## src/design/pwmc_pkg.sv

```systemverilog
// Shared constants for the pulse-width modulator channel core
package pwmc_pkg;

  // Bus and channel geometry
  localparam int NUM_CH  = 8;
  localparam int ADDR_W  = 8;
  localparam int DATA_W  = 8;
  localparam int CH_W    = 3;
  localparam int GRP_W   = ADDR_W - CH_W;
  localparam int PRESC_W = 3;
  localparam int DIV_W   = 7;

  // Control register byte offsets
  localparam logic [ADDR_W-1:0] A_ENABLE   = 8'h00;
  localparam logic [ADDR_W-1:0] A_POLARITY = 8'h01;
  localparam logic [ADDR_W-1:0] A_CENTER   = 8'h02;
  localparam logic [ADDR_W-1:0] A_CLKSEL   = 8'h03;
  localparam logic [ADDR_W-1:0] A_PRESC_A  = 8'h04;
  localparam logic [ADDR_W-1:0] A_PRESC_B  = 8'h05;

  // Per-channel groups: offset = group * 8 + channel
  localparam logic [GRP_W-1:0] GRP_CNT  = 5'h01;
  localparam logic [GRP_W-1:0] GRP_PER  = 5'h02;
  localparam logic [GRP_W-1:0] GRP_DUTY = 5'h03;

  // Reset values and counter constants
  localparam logic [DATA_W-1:0]  RST_BYTE   = 8'h00;
  localparam logic [PRESC_W-1:0] RST_PRESC  = 3'h0;
  localparam logic [DATA_W-1:0]  CNT_ZERO   = 8'h00;
  localparam logic [DATA_W-1:0]  CNT_ONE    = 8'h01;
  localparam logic [DIV_W-1:0]   DIV_ZERO   = 7'h00;
  localparam logic [DIV_W-1:0]   DIV_ONE    = 7'h01;
  localparam logic [DIV_W-1:0]   DIV_ALL    = 7'h7F;

endpackage

```

## src/design/pwmc_presc.sv

```systemverilog
// Power-of-two prescaler producing a one-cycle clock-source tick
`timescale 1ns/1ns
module pwmc_presc (
  // Clock and reset
  input  wire logic                         clk_sys,
  input  wire logic                         nrst,
  // Divider select: tick every 2**div_sel cycles
  input  wire logic [pwmc_pkg::PRESC_W-1:0] div_sel,
  // Source tick
  output logic                              tick
);

  logic [pwmc_pkg::DIV_W-1:0] div_cnt_reg;
  logic [pwmc_pkg::DIV_W-1:0] div_mask;
  logic                       tick_reg;

  // Mask of low counter bits that must all be one
  assign div_mask = ~(pwmc_pkg::DIV_ALL << div_sel);
  assign tick     = tick_reg;

  // Free-running divider and registered tick
  always_ff @(posedge clk_sys or negedge nrst) begin
    if (!nrst) begin
      div_cnt_reg <= pwmc_pkg::DIV_ZERO;
      tick_reg    <= 1'b0;
    end else begin
      div_cnt_reg <= div_cnt_reg + pwmc_pkg::DIV_ONE;
      tick_reg    <= ((div_cnt_reg & div_mask) == div_mask);
    end
  end

endmodule // pwmc_presc

```

## src/design/pwmc_core.sv

```systemverilog
// Eight-channel pulse-width modulator core with register port
//
// Contract
// - enable gates channel clock at source edges
// - disabled channel counter holds its value
// - polarity one: start high, low at duty
// - polarity zero: start low, high at duty
// - period and duty double buffered while enabled
// - counter write clears count, loads buffers
// - disabled writes reach buffer and latch together
// - counter value readable at any time
// - duty means high or low time by polarity
// - own 8-bit up/down counter per channel
// - duty match toggles the output flip-flop
// - period match action depends on alignment
//
// The strobed register port and the placing of the registers were left to the implementer.
`timescale 1ns/1ns
module pwmc_core (
  // Clock and reset
  input  wire logic                                clk_sys,
  input  wire logic                                nrst,
  // Register port
  input  wire logic [pwmc_pkg::ADDR_W-1:0]         reg_addr,
  input  wire logic [pwmc_pkg::DATA_W-1:0]         reg_wdata,
  input  wire logic                                reg_wr,
  input  wire logic                                reg_rd,
  output logic      [pwmc_pkg::DATA_W-1:0]         reg_rdata,
  // Channel waveform outputs
  output logic      [pwmc_pkg::NUM_CH-1:0]         pwm_out
);

  // Global control registers
  logic [pwmc_pkg::NUM_CH-1:0]  en_reg;
  logic [pwmc_pkg::NUM_CH-1:0]  pol_reg;
  logic [pwmc_pkg::NUM_CH-1:0]  center_reg;
  logic [pwmc_pkg::NUM_CH-1:0]  clksel_reg;
  logic [pwmc_pkg::PRESC_W-1:0] presc_a_reg;
  logic [pwmc_pkg::PRESC_W-1:0] presc_b_reg;
  logic [pwmc_pkg::DATA_W-1:0]  rdata_reg;

  // Address decode
  logic [pwmc_pkg::GRP_W-1:0]   acc_grp;
  logic [pwmc_pkg::CH_W-1:0]    acc_ch;
  logic                         wr_en;
  logic                         wr_pol;
  logic                         wr_center;
  logic                         wr_clksel;
  logic                         wr_presc_a;
  logic                         wr_presc_b;
  logic                         wr_cnt_any;
  logic                         wr_per_any;
  logic                         wr_duty_any;

  // Clock-source ticks
  logic                         tick_a;
  logic                         tick_b;

  // Per-channel views for the read path and output
  logic [pwmc_pkg::DATA_W-1:0]  cnt_view  [pwmc_pkg::NUM_CH];
  logic [pwmc_pkg::DATA_W-1:0]  per_view  [pwmc_pkg::NUM_CH];
  logic [pwmc_pkg::DATA_W-1:0]  duty_view [pwmc_pkg::NUM_CH];
  logic [pwmc_pkg::NUM_CH-1:0]  lvl_vec;

  // Read selection
  logic [pwmc_pkg::DATA_W-1:0]  rd_ctl;
  logic [pwmc_pkg::DATA_W-1:0]  rd_chan;
  logic [pwmc_pkg::DATA_W-1:0]  rd_mux;
  logic                         rd_is_ctl;

  // Address hits shared by write and read paths
  logic                         hit_en;
  logic                         hit_pol;
  logic                         hit_center;
  logic                         hit_clksel;
  logic                         hit_presc_a;
  logic                         hit_presc_b;
  logic                         hit_cnt;
  logic                         hit_per;
  logic                         hit_duty;
  logic [pwmc_pkg::DATA_W-1:0]  presc_a_view;
  logic [pwmc_pkg::DATA_W-1:0]  presc_b_view;

  // Split address into group and channel index
  assign acc_grp     = reg_addr[pwmc_pkg::ADDR_W-1:pwmc_pkg::CH_W];
  assign acc_ch      = reg_addr[pwmc_pkg::CH_W-1:0];

  // Address hits for control registers
  assign hit_en      = (reg_addr == pwmc_pkg::A_ENABLE);
  assign hit_pol     = (reg_addr == pwmc_pkg::A_POLARITY);
  assign hit_center  = (reg_addr == pwmc_pkg::A_CENTER);
  assign hit_clksel  = (reg_addr == pwmc_pkg::A_CLKSEL);
  assign hit_presc_a = (reg_addr == pwmc_pkg::A_PRESC_A);
  assign hit_presc_b = (reg_addr == pwmc_pkg::A_PRESC_B);

  // Address hits for per-channel groups
  assign hit_cnt     = (acc_grp == pwmc_pkg::GRP_CNT);
  assign hit_per     = (acc_grp == pwmc_pkg::GRP_PER);
  assign hit_duty    = (acc_grp == pwmc_pkg::GRP_DUTY);

  // Write strobes for control registers
  assign wr_en       = reg_wr && hit_en;
  assign wr_pol      = reg_wr && hit_pol;
  assign wr_center   = reg_wr && hit_center;
  assign wr_clksel   = reg_wr && hit_clksel;
  assign wr_presc_a  = reg_wr && hit_presc_a;
  assign wr_presc_b  = reg_wr && hit_presc_b;

  // Write strobes for per-channel groups
  assign wr_cnt_any  = reg_wr && hit_cnt;
  assign wr_per_any  = reg_wr && hit_per;
  assign wr_duty_any = reg_wr && hit_duty;

  // Channel enable bits
  always_ff @(posedge clk_sys or negedge nrst) begin
    if (!nrst) begin
      en_reg <= pwmc_pkg::RST_BYTE;
    end else if (wr_en) begin
      en_reg <= reg_wdata;
    end
  end

  // Polarity bits
  always_ff @(posedge clk_sys or negedge nrst) begin
    if (!nrst) begin
      pol_reg <= pwmc_pkg::RST_BYTE;
    end else if (wr_pol) begin
      pol_reg <= reg_wdata;
    end
  end

  // Alignment bits
  always_ff @(posedge clk_sys or negedge nrst) begin
    if (!nrst) begin
      center_reg <= pwmc_pkg::RST_BYTE;
    end else if (wr_center) begin
      center_reg <= reg_wdata;
    end
  end

  // Clock source select bits
  always_ff @(posedge clk_sys or negedge nrst) begin
    if (!nrst) begin
      clksel_reg <= pwmc_pkg::RST_BYTE;
    end else if (wr_clksel) begin
      clksel_reg <= reg_wdata;
    end
  end

  // Prescaler A setting
  always_ff @(posedge clk_sys or negedge nrst) begin
    if (!nrst) begin
      presc_a_reg <= pwmc_pkg::RST_PRESC;
    end else if (wr_presc_a) begin
      presc_a_reg <= reg_wdata[pwmc_pkg::PRESC_W-1:0];
    end
  end

  // Prescaler B setting
  always_ff @(posedge clk_sys or negedge nrst) begin
    if (!nrst) begin
      presc_b_reg <= pwmc_pkg::RST_PRESC;
    end else if (wr_presc_b) begin
      presc_b_reg <= reg_wdata[pwmc_pkg::PRESC_W-1:0];
    end
  end

  // Two shared prescaled clock sources
  pwmc_presc u_presc_a (
    .clk_sys (clk_sys),
    .nrst    (nrst),
    .div_sel (presc_a_reg),
    .tick    (tick_a)
  );

  pwmc_presc u_presc_b (
    .clk_sys (clk_sys),
    .nrst    (nrst),
    .div_sel (presc_b_reg),
    .tick    (tick_b)
  );

  // Channel engines
  for (genvar gi = 0; gi < pwmc_pkg::NUM_CH; gi++) begin : g_ch
    logic [pwmc_pkg::DATA_W-1:0] cnt_reg;
    logic [pwmc_pkg::DATA_W-1:0] per_buf_reg;
    logic [pwmc_pkg::DATA_W-1:0] duty_buf_reg;
    logic [pwmc_pkg::DATA_W-1:0] per_act_reg;
    logic [pwmc_pkg::DATA_W-1:0] duty_act_reg;
    logic                        dir_dn_reg;
    logic                        gate_reg;
    logic                        lvl_reg;
    logic                        sel_me;
    logic                        wr_cnt;
    logic                        wr_per;
    logic                        wr_duty;
    logic                        src_tick;
    logic                        run;
    logic [pwmc_pkg::DATA_W-1:0] per_buf_next;
    logic [pwmc_pkg::DATA_W-1:0] duty_buf_next;
    logic [pwmc_pkg::DATA_W-1:0] cnt_up;
    logic [pwmc_pkg::DATA_W-1:0] cnt_dn;
    logic                        up_hits_per;
    logic                        left_end;
    logic                        ctr_top;
    logic                        ctr_end;
    logic                        period_end;
    logic [pwmc_pkg::DATA_W-1:0] cnt_step;
    logic                        duty_match;
    logic                        reload;
    logic                        start_lvl;

    // Channel select and strobes
    assign sel_me   = (acc_ch == pwmc_pkg::CH_W'(gi));
    assign wr_cnt   = wr_cnt_any && sel_me;
    assign wr_per   = wr_per_any && sel_me;
    assign wr_duty  = wr_duty_any && sel_me;

    // Source clock and gated run condition
    assign src_tick = clksel_reg[gi] ? tick_b : tick_a;
    assign run      = gate_reg && src_tick;

    // Buffer contents after any write this cycle
    assign per_buf_next  = wr_per ? reg_wdata : per_buf_reg;
    assign duty_buf_next = wr_duty ? reg_wdata : duty_buf_reg;

    // Up/down step values
    assign cnt_up      = cnt_reg + pwmc_pkg::CNT_ONE;
    assign cnt_dn      = cnt_reg - pwmc_pkg::CNT_ONE;
    assign up_hits_per = ({1'b0, cnt_reg} + {1'b0, pwmc_pkg::CNT_ONE}) >= {1'b0, per_act_reg};

    // Period match handling per alignment
    assign left_end   = !center_reg[gi] && up_hits_per;
    assign ctr_top    = center_reg[gi] && !dir_dn_reg && up_hits_per;
    assign ctr_end    = center_reg[gi] && dir_dn_reg && (cnt_reg <= pwmc_pkg::CNT_ONE);
    assign period_end = run && (left_end || ctr_end);

    // Next count on a source tick
    assign cnt_step = (left_end || ctr_end) ? pwmc_pkg::CNT_ZERO :
                      (center_reg[gi] && dir_dn_reg) ? cnt_dn : cnt_up;

    // Duty compare on the new count
    assign duty_match = (cnt_step == duty_act_reg);

    // Active latches follow buffers at period end, counter write, or disable
    assign reload = period_end || wr_cnt || !en_reg[gi];

    // Start level by polarity; zero duty flips at once
    assign start_lvl = pol_reg[gi] ^ (duty_buf_next == pwmc_pkg::CNT_ZERO);

    // Buffers and active latches
    always_ff @(posedge clk_sys or negedge nrst) begin
      if (!nrst) begin
        per_buf_reg  <= pwmc_pkg::RST_BYTE;
        duty_buf_reg <= pwmc_pkg::RST_BYTE;
        per_act_reg  <= pwmc_pkg::RST_BYTE;
        duty_act_reg <= pwmc_pkg::RST_BYTE;
      end else begin
        per_buf_reg  <= per_buf_next;
        duty_buf_reg <= duty_buf_next;
        if (reload) begin
          per_act_reg  <= per_buf_next;
          duty_act_reg <= duty_buf_next;
        end
      end
    end

    // Clock gate follows the enable bit only on a source tick
    always_ff @(posedge clk_sys or negedge nrst) begin
      if (!nrst) begin
        gate_reg <= 1'b0;
      end else if (src_tick) begin
        gate_reg <= en_reg[gi];
      end
    end

    // Counter, direction and output flip-flop
    always_ff @(posedge clk_sys or negedge nrst) begin
      if (!nrst) begin
        cnt_reg    <= pwmc_pkg::CNT_ZERO;
        dir_dn_reg <= 1'b0;
        lvl_reg    <= 1'b0;
      end else if (wr_cnt) begin
        cnt_reg    <= pwmc_pkg::CNT_ZERO;
        dir_dn_reg <= 1'b0;
        lvl_reg    <= start_lvl;
      end else if (run) begin
        cnt_reg <= cnt_step;
        if (ctr_top) begin
          dir_dn_reg <= 1'b1;
        end else if (ctr_end || !center_reg[gi]) begin
          dir_dn_reg <= 1'b0;
        end
        if (period_end) begin
          lvl_reg <= start_lvl;
        end else if (duty_match) begin
          lvl_reg <= ~lvl_reg;
        end
      end
    end

    // Views for the read path and output
    assign cnt_view[gi]  = cnt_reg;
    assign per_view[gi]  = per_buf_reg;
    assign duty_view[gi] = duty_buf_reg;
    assign lvl_vec[gi]   = lvl_reg;
  end

  // Prescaler settings widened for the read path
  assign presc_a_view = {{(pwmc_pkg::DATA_W-pwmc_pkg::PRESC_W){1'b0}}, presc_a_reg};
  assign presc_b_view = {{(pwmc_pkg::DATA_W-pwmc_pkg::PRESC_W){1'b0}}, presc_b_reg};

  // Control register read selection
  assign rd_is_ctl = hit_en || hit_pol || hit_center || hit_clksel || hit_presc_a || hit_presc_b;

  assign rd_ctl = hit_en      ? en_reg :
                  hit_pol     ? pol_reg :
                  hit_center  ? center_reg :
                  hit_clksel  ? clksel_reg :
                  hit_presc_a ? presc_a_view :
                  presc_b_view;

  // Per-channel read selection; unmapped reads zero
  assign rd_chan = hit_cnt  ? cnt_view[acc_ch] :
                   hit_per  ? per_view[acc_ch] :
                   hit_duty ? duty_view[acc_ch] :
                   pwmc_pkg::RST_BYTE;

  assign rd_mux = rd_is_ctl ? rd_ctl : rd_chan;

  // Read data stands only in the cycle after the strobe
  always_ff @(posedge clk_sys or negedge nrst) begin
    if (!nrst) begin
      rdata_reg <= pwmc_pkg::RST_BYTE;
    end else begin
      rdata_reg <= reg_rd ? rd_mux : pwmc_pkg::RST_BYTE;
    end
  end

  // Outputs straight from flip-flops
  assign reg_rdata = rdata_reg;
  assign pwm_out   = lvl_vec;

endmodule // pwmc_core

```

## config.mk

```make
export PLATFORM = sky130hd
export DESIGN_NAME = pwmc_core
export DESIGN_NICKNAME = d
export VERILOG_FILES = /design/src/design/pwmc_pkg.sv /design/src/design/pwmc_presc.sv /design/src/design/pwmc_core.sv
export SDC_FILE = /design/constraint.sdc
export NUM_CORES = 1
export LEC_CHECK = 0
export ABC_AREA = 0
export BUFFER_PORTS_ARGS = -buffer_cell sky130_fd_sc_hd__clkbuf_2
export CORE_UTILIZATION = 40
export DETAILED_ROUTE_END_ITERATION = 10
export GPL_ROUTABILITY_DRIVEN = 0
export SYNTH_ARGS = -nofsm -noshare
export SYNTH_HDL_FRONTEND = slang
export SYNTH_SLANG_ARGS = --single-unit
```

## constraint.sdc

```tcl
create_clock -name clk_sys -period 5.4 [get_ports clk_sys]
set_clock_uncertainty 0.05 [all_clocks]
set_input_delay 1.35 -clock clk_sys [delete_from_list [all_inputs] [get_ports clk_sys]]
set_output_delay 1.35 -clock clk_sys [all_outputs]
set_load 0.01 [all_outputs]
```

==> results.yml <==
clock_tree:
  post_cts_buffers: 0
  cts_tree: "built"
  htreeDepth: 2
  cts-resized-gates: 0
  clock_sinks: 406
  cts_root_buffer: "clkbuf_16"
  clock_latency_ns: 0.59
  cts-buffers-inserted: 46
  ctsLongestPathBuffers: 3
  cts_hold_buf: 0
  clk_pin_slew_ns: 0.07
logic_synthesis:
  netlist_top_cells_area: "dfrtp_1 (41%), mux2_2 (13%), mux4_2 (5.0%)"
  syn-num-nets: 2497
  ys_ff_latch: 406
  yosys.area.top_type: "dfrtp_1"
  ys_types: 102
  synthMostInstantiatedCell: "dfrtp_1"
  synth_ff_type: "dfrtp_1"
  async_reset_ff_share_pct: 100.0
  synth_common_cells: "dfrtp_1 (406), mux2_2 (295), nand2_1 (181), nor2_1 (172), a21oi_1 (138)"
  seq_area_frac_synth_pct: 40.71
  synth_edf_count: 0
  yosys.area.top_type_share_pct: 40.71
  syn-cell-area_um2: 24960
  synth_warnings: 0
  netlist_instances: 2387
  postSynthAreaPerCell_um2: 10.46
pwr:
  p_leak_nw: 12.14
  p_comb_share_pct: 36.0
  cellPowerDensity_nw_per_um2: 446.6
  seqPwrFrac_pct: 37.3
  internal_power_mw: 7.297
  p_switching_mw: 4.884
  power.share.clock_pct: 26.8
  ir_drop_v: 0.0002561
  swShare_pct: 40.10
global_route:
  grt_pass1_vias: 18400
  track_usage_pct: 23.11
  antenna_found_initial: 6
  grt_pass1_wl_mm: 112.6
  grt_start_max_net_pins: 83
  grt_overflow_total: 0
timing:
  tightest_slew_ns: 1.066
  post-route-min-period_ns: 4.497
  fmax_mhz: 222.4
  relSlewSlack_pct: 28.67
  finalCritPeriodShare_pct: 83.28
  setup_tns_ns: 0
  rsz0062_at_grt: "false"
  slew_viol_final: 0
  hold_violations: 0
  setup_viol: 0
run_status:
  status: "complete, no violations"
routing:
  drc_errors: 0
  ant_nets: 0
  via_count: 18990
  routed_wl_mm: 72.46
  drt_iter0_markers: 1622
  viasPerCell: 5.901
  detail_route.wl_per_cell_um: 22.52
  drtPass1Iterations: 6
final_layout:
  layout.nets: 2454
  finish.instance_area_um2: 27270
  drive_above_1_share_pct: 22.15
  fillers: 5829
  syn_to_final_growth_pct: 9.285
floorplan:
  die_x_um: 251.8
  core-area_um2: 61710
  io-pin-count: 36
  initial_core_util_pct: 40.44
  die_area_um2: 63400
  std_cell_rows: 91
  die_y_um: 251.8
critical_path:
  critPathKind: "flop to flop"
  crit_path_end: "g_ch[0].duty_act_reg[6]"
  worstSetupStartpoint: "g_ch[0].cnt_reg[1]"
  crit-reg2reg-launch: "g_ch[0].cnt_reg[1]"
  r2r_end: "g_ch[0].duty_act_reg[6]"
  crit_path_start_kind: "flop"
  reg2reg_slack_ns: 0.90
  arrival_ns: 4.93
  path_max_fanout: 16
  critPathRequiredTime_ns: 5.83
  worstRegToRegCells: 12
  cp-end-kind: "flop"
worst_hold_path:
  worst_hold_path_type: "flop to flop"
placed_design:
  io_buffers: 35
  placed_area_um2: 25710
  post-dp-hpwl_mm: 52.54
run:
  maxCapViolations: 0
per-layer routing:
metal / part of all wire, % / track usage, %
met4: 2.3 / 6.372
met1: 45 / 33.24
met5: 0.087 / 0
met3: 7.9 / 4.849
met2: 45 / 35.10
cells in the final DEF (no fill, tap or decap), types with 24 or more instances in the layout:
cell type  Yosys  layout
nand3_1       74      74
a21oi_1      138     138
clkbuf_2       1      33
o21ai_0       62      62
ha_1          90      90
buf_4         10      24
nor2_1       172     172
mux2_2       295     295
nor3_1        58      58
nand2_1      181     181
clkbuf_16      0      47
and3_1        28      28
inv_1        100     100
xor2_1        61      61
mux4_2        55      55
dfrtp_1      406     406
xnor2_1       75      75
nor4_1        25      25
mux2i_1       38      38
through the flow:
step | std cells | util [%] | hold slack, ns | power, mW | worst slack, ns
2_1_floorplan | 2387 | - | 0.3865 | 7.648 | 1.628
3_3_place_gp | 3133 | 41.67 | 0.4111 | 8.724 | 0.8563
3_5_place_dp | 3133 | 41.67 | 0.4073 | 8.866 | 0.7924
4_1_cts | 3216 | 44.19 | 0.4229 | 12.17 | 1.005
5_1_grt | 3216 | 44.19 | 0.4473 | 12.94 | 0.6114
6_report | 3218 | 44.20 | 0.4219 | 12.18 | 0.9030
cell families (layout without fill, tap and decap cells):
family	Yosys count	count (layout)	synth area share, %
compound gates	389	389	10.41
xor+xnor	141	141	5.244
fa+ha+maj	90	90	4.512
buf+inv	252	244	4.362
flops	406	406	40.71
mux	389	389	19.90
other cells	0	2	0
simple gates	720	720	14.86
worst min-delay path by stage:
stage | from | endpoint | slack, ns | cells after the start
finish | u_presc_b.div_cnt_reg[6] | u_presc_b.div_cnt_reg[6] | 0.42 | 1
global route | u_presc_b.div_cnt_reg[6] | u_presc_b.div_cnt_reg[6] | 0.45 | 1
CTS | u_presc_b.div_cnt_reg[6] | u_presc_b.div_cnt_reg[6] | 0.42 | 1
detailed placement | u_presc_b.div_cnt_reg[6] | u_presc_b.div_cnt_reg[6] | 0.41 | 1
global placement | u_presc_b.div_cnt_reg[6] | u_presc_b.div_cnt_reg[6] | 0.41 | 1
floorplan | u_presc_b.div_cnt_reg[6] | u_presc_b.div_cnt_reg[6] | 0.39 | 1
worst max-delay path, stage by stage (launching register included):
cell	delay (ns)
dfrtp_1	0.56
ha_1	0.28
nand3_1	0.20
nor2_1	0.24
xor2_1	0.17
ha_1	0.26
nand3_1	0.12
o211ai_1	0.15
a221oi_1	0.85
nand2_4	0.26
a21oi_1	0.31
nand2_1	0.47
mux2_2	0.45
power groups by stage:
| stage | logic, mW | registers (mW) | clock network, mW |
|---|---|---|---|
| global route | 4.88 | 4.61 | 3.45 |
| finish | 4.38 | 4.54 | 3.26 |
| floorplan | 3.90 | 3.75 | 0 |
| detailed placement | 4.32 | 4.55 | 0 |
| CTS | 4.35 | 4.50 | 3.32 |
| global placement | 4.19 | 4.54 | 0 |
cell type report:
cell class / count / area [um^2] / share of cell area [%]
multi-input combinational: 1729 / 13710 / 50.26
antenna: 2 / 5.005 / 0.01835
sequential: 406 / 10160 / 37.25
timing repair buffer: 61 / 420.4 / 1.541
inverter: 100 / 375.4 / 1.376
tap: 837 / 1047 / 3.840
clock inverter: 22 / 259.0 / 0.9496
clock buffer: 61 / 1299 / 4.762
No activity file was read; power rests on OpenSTA's default activity.
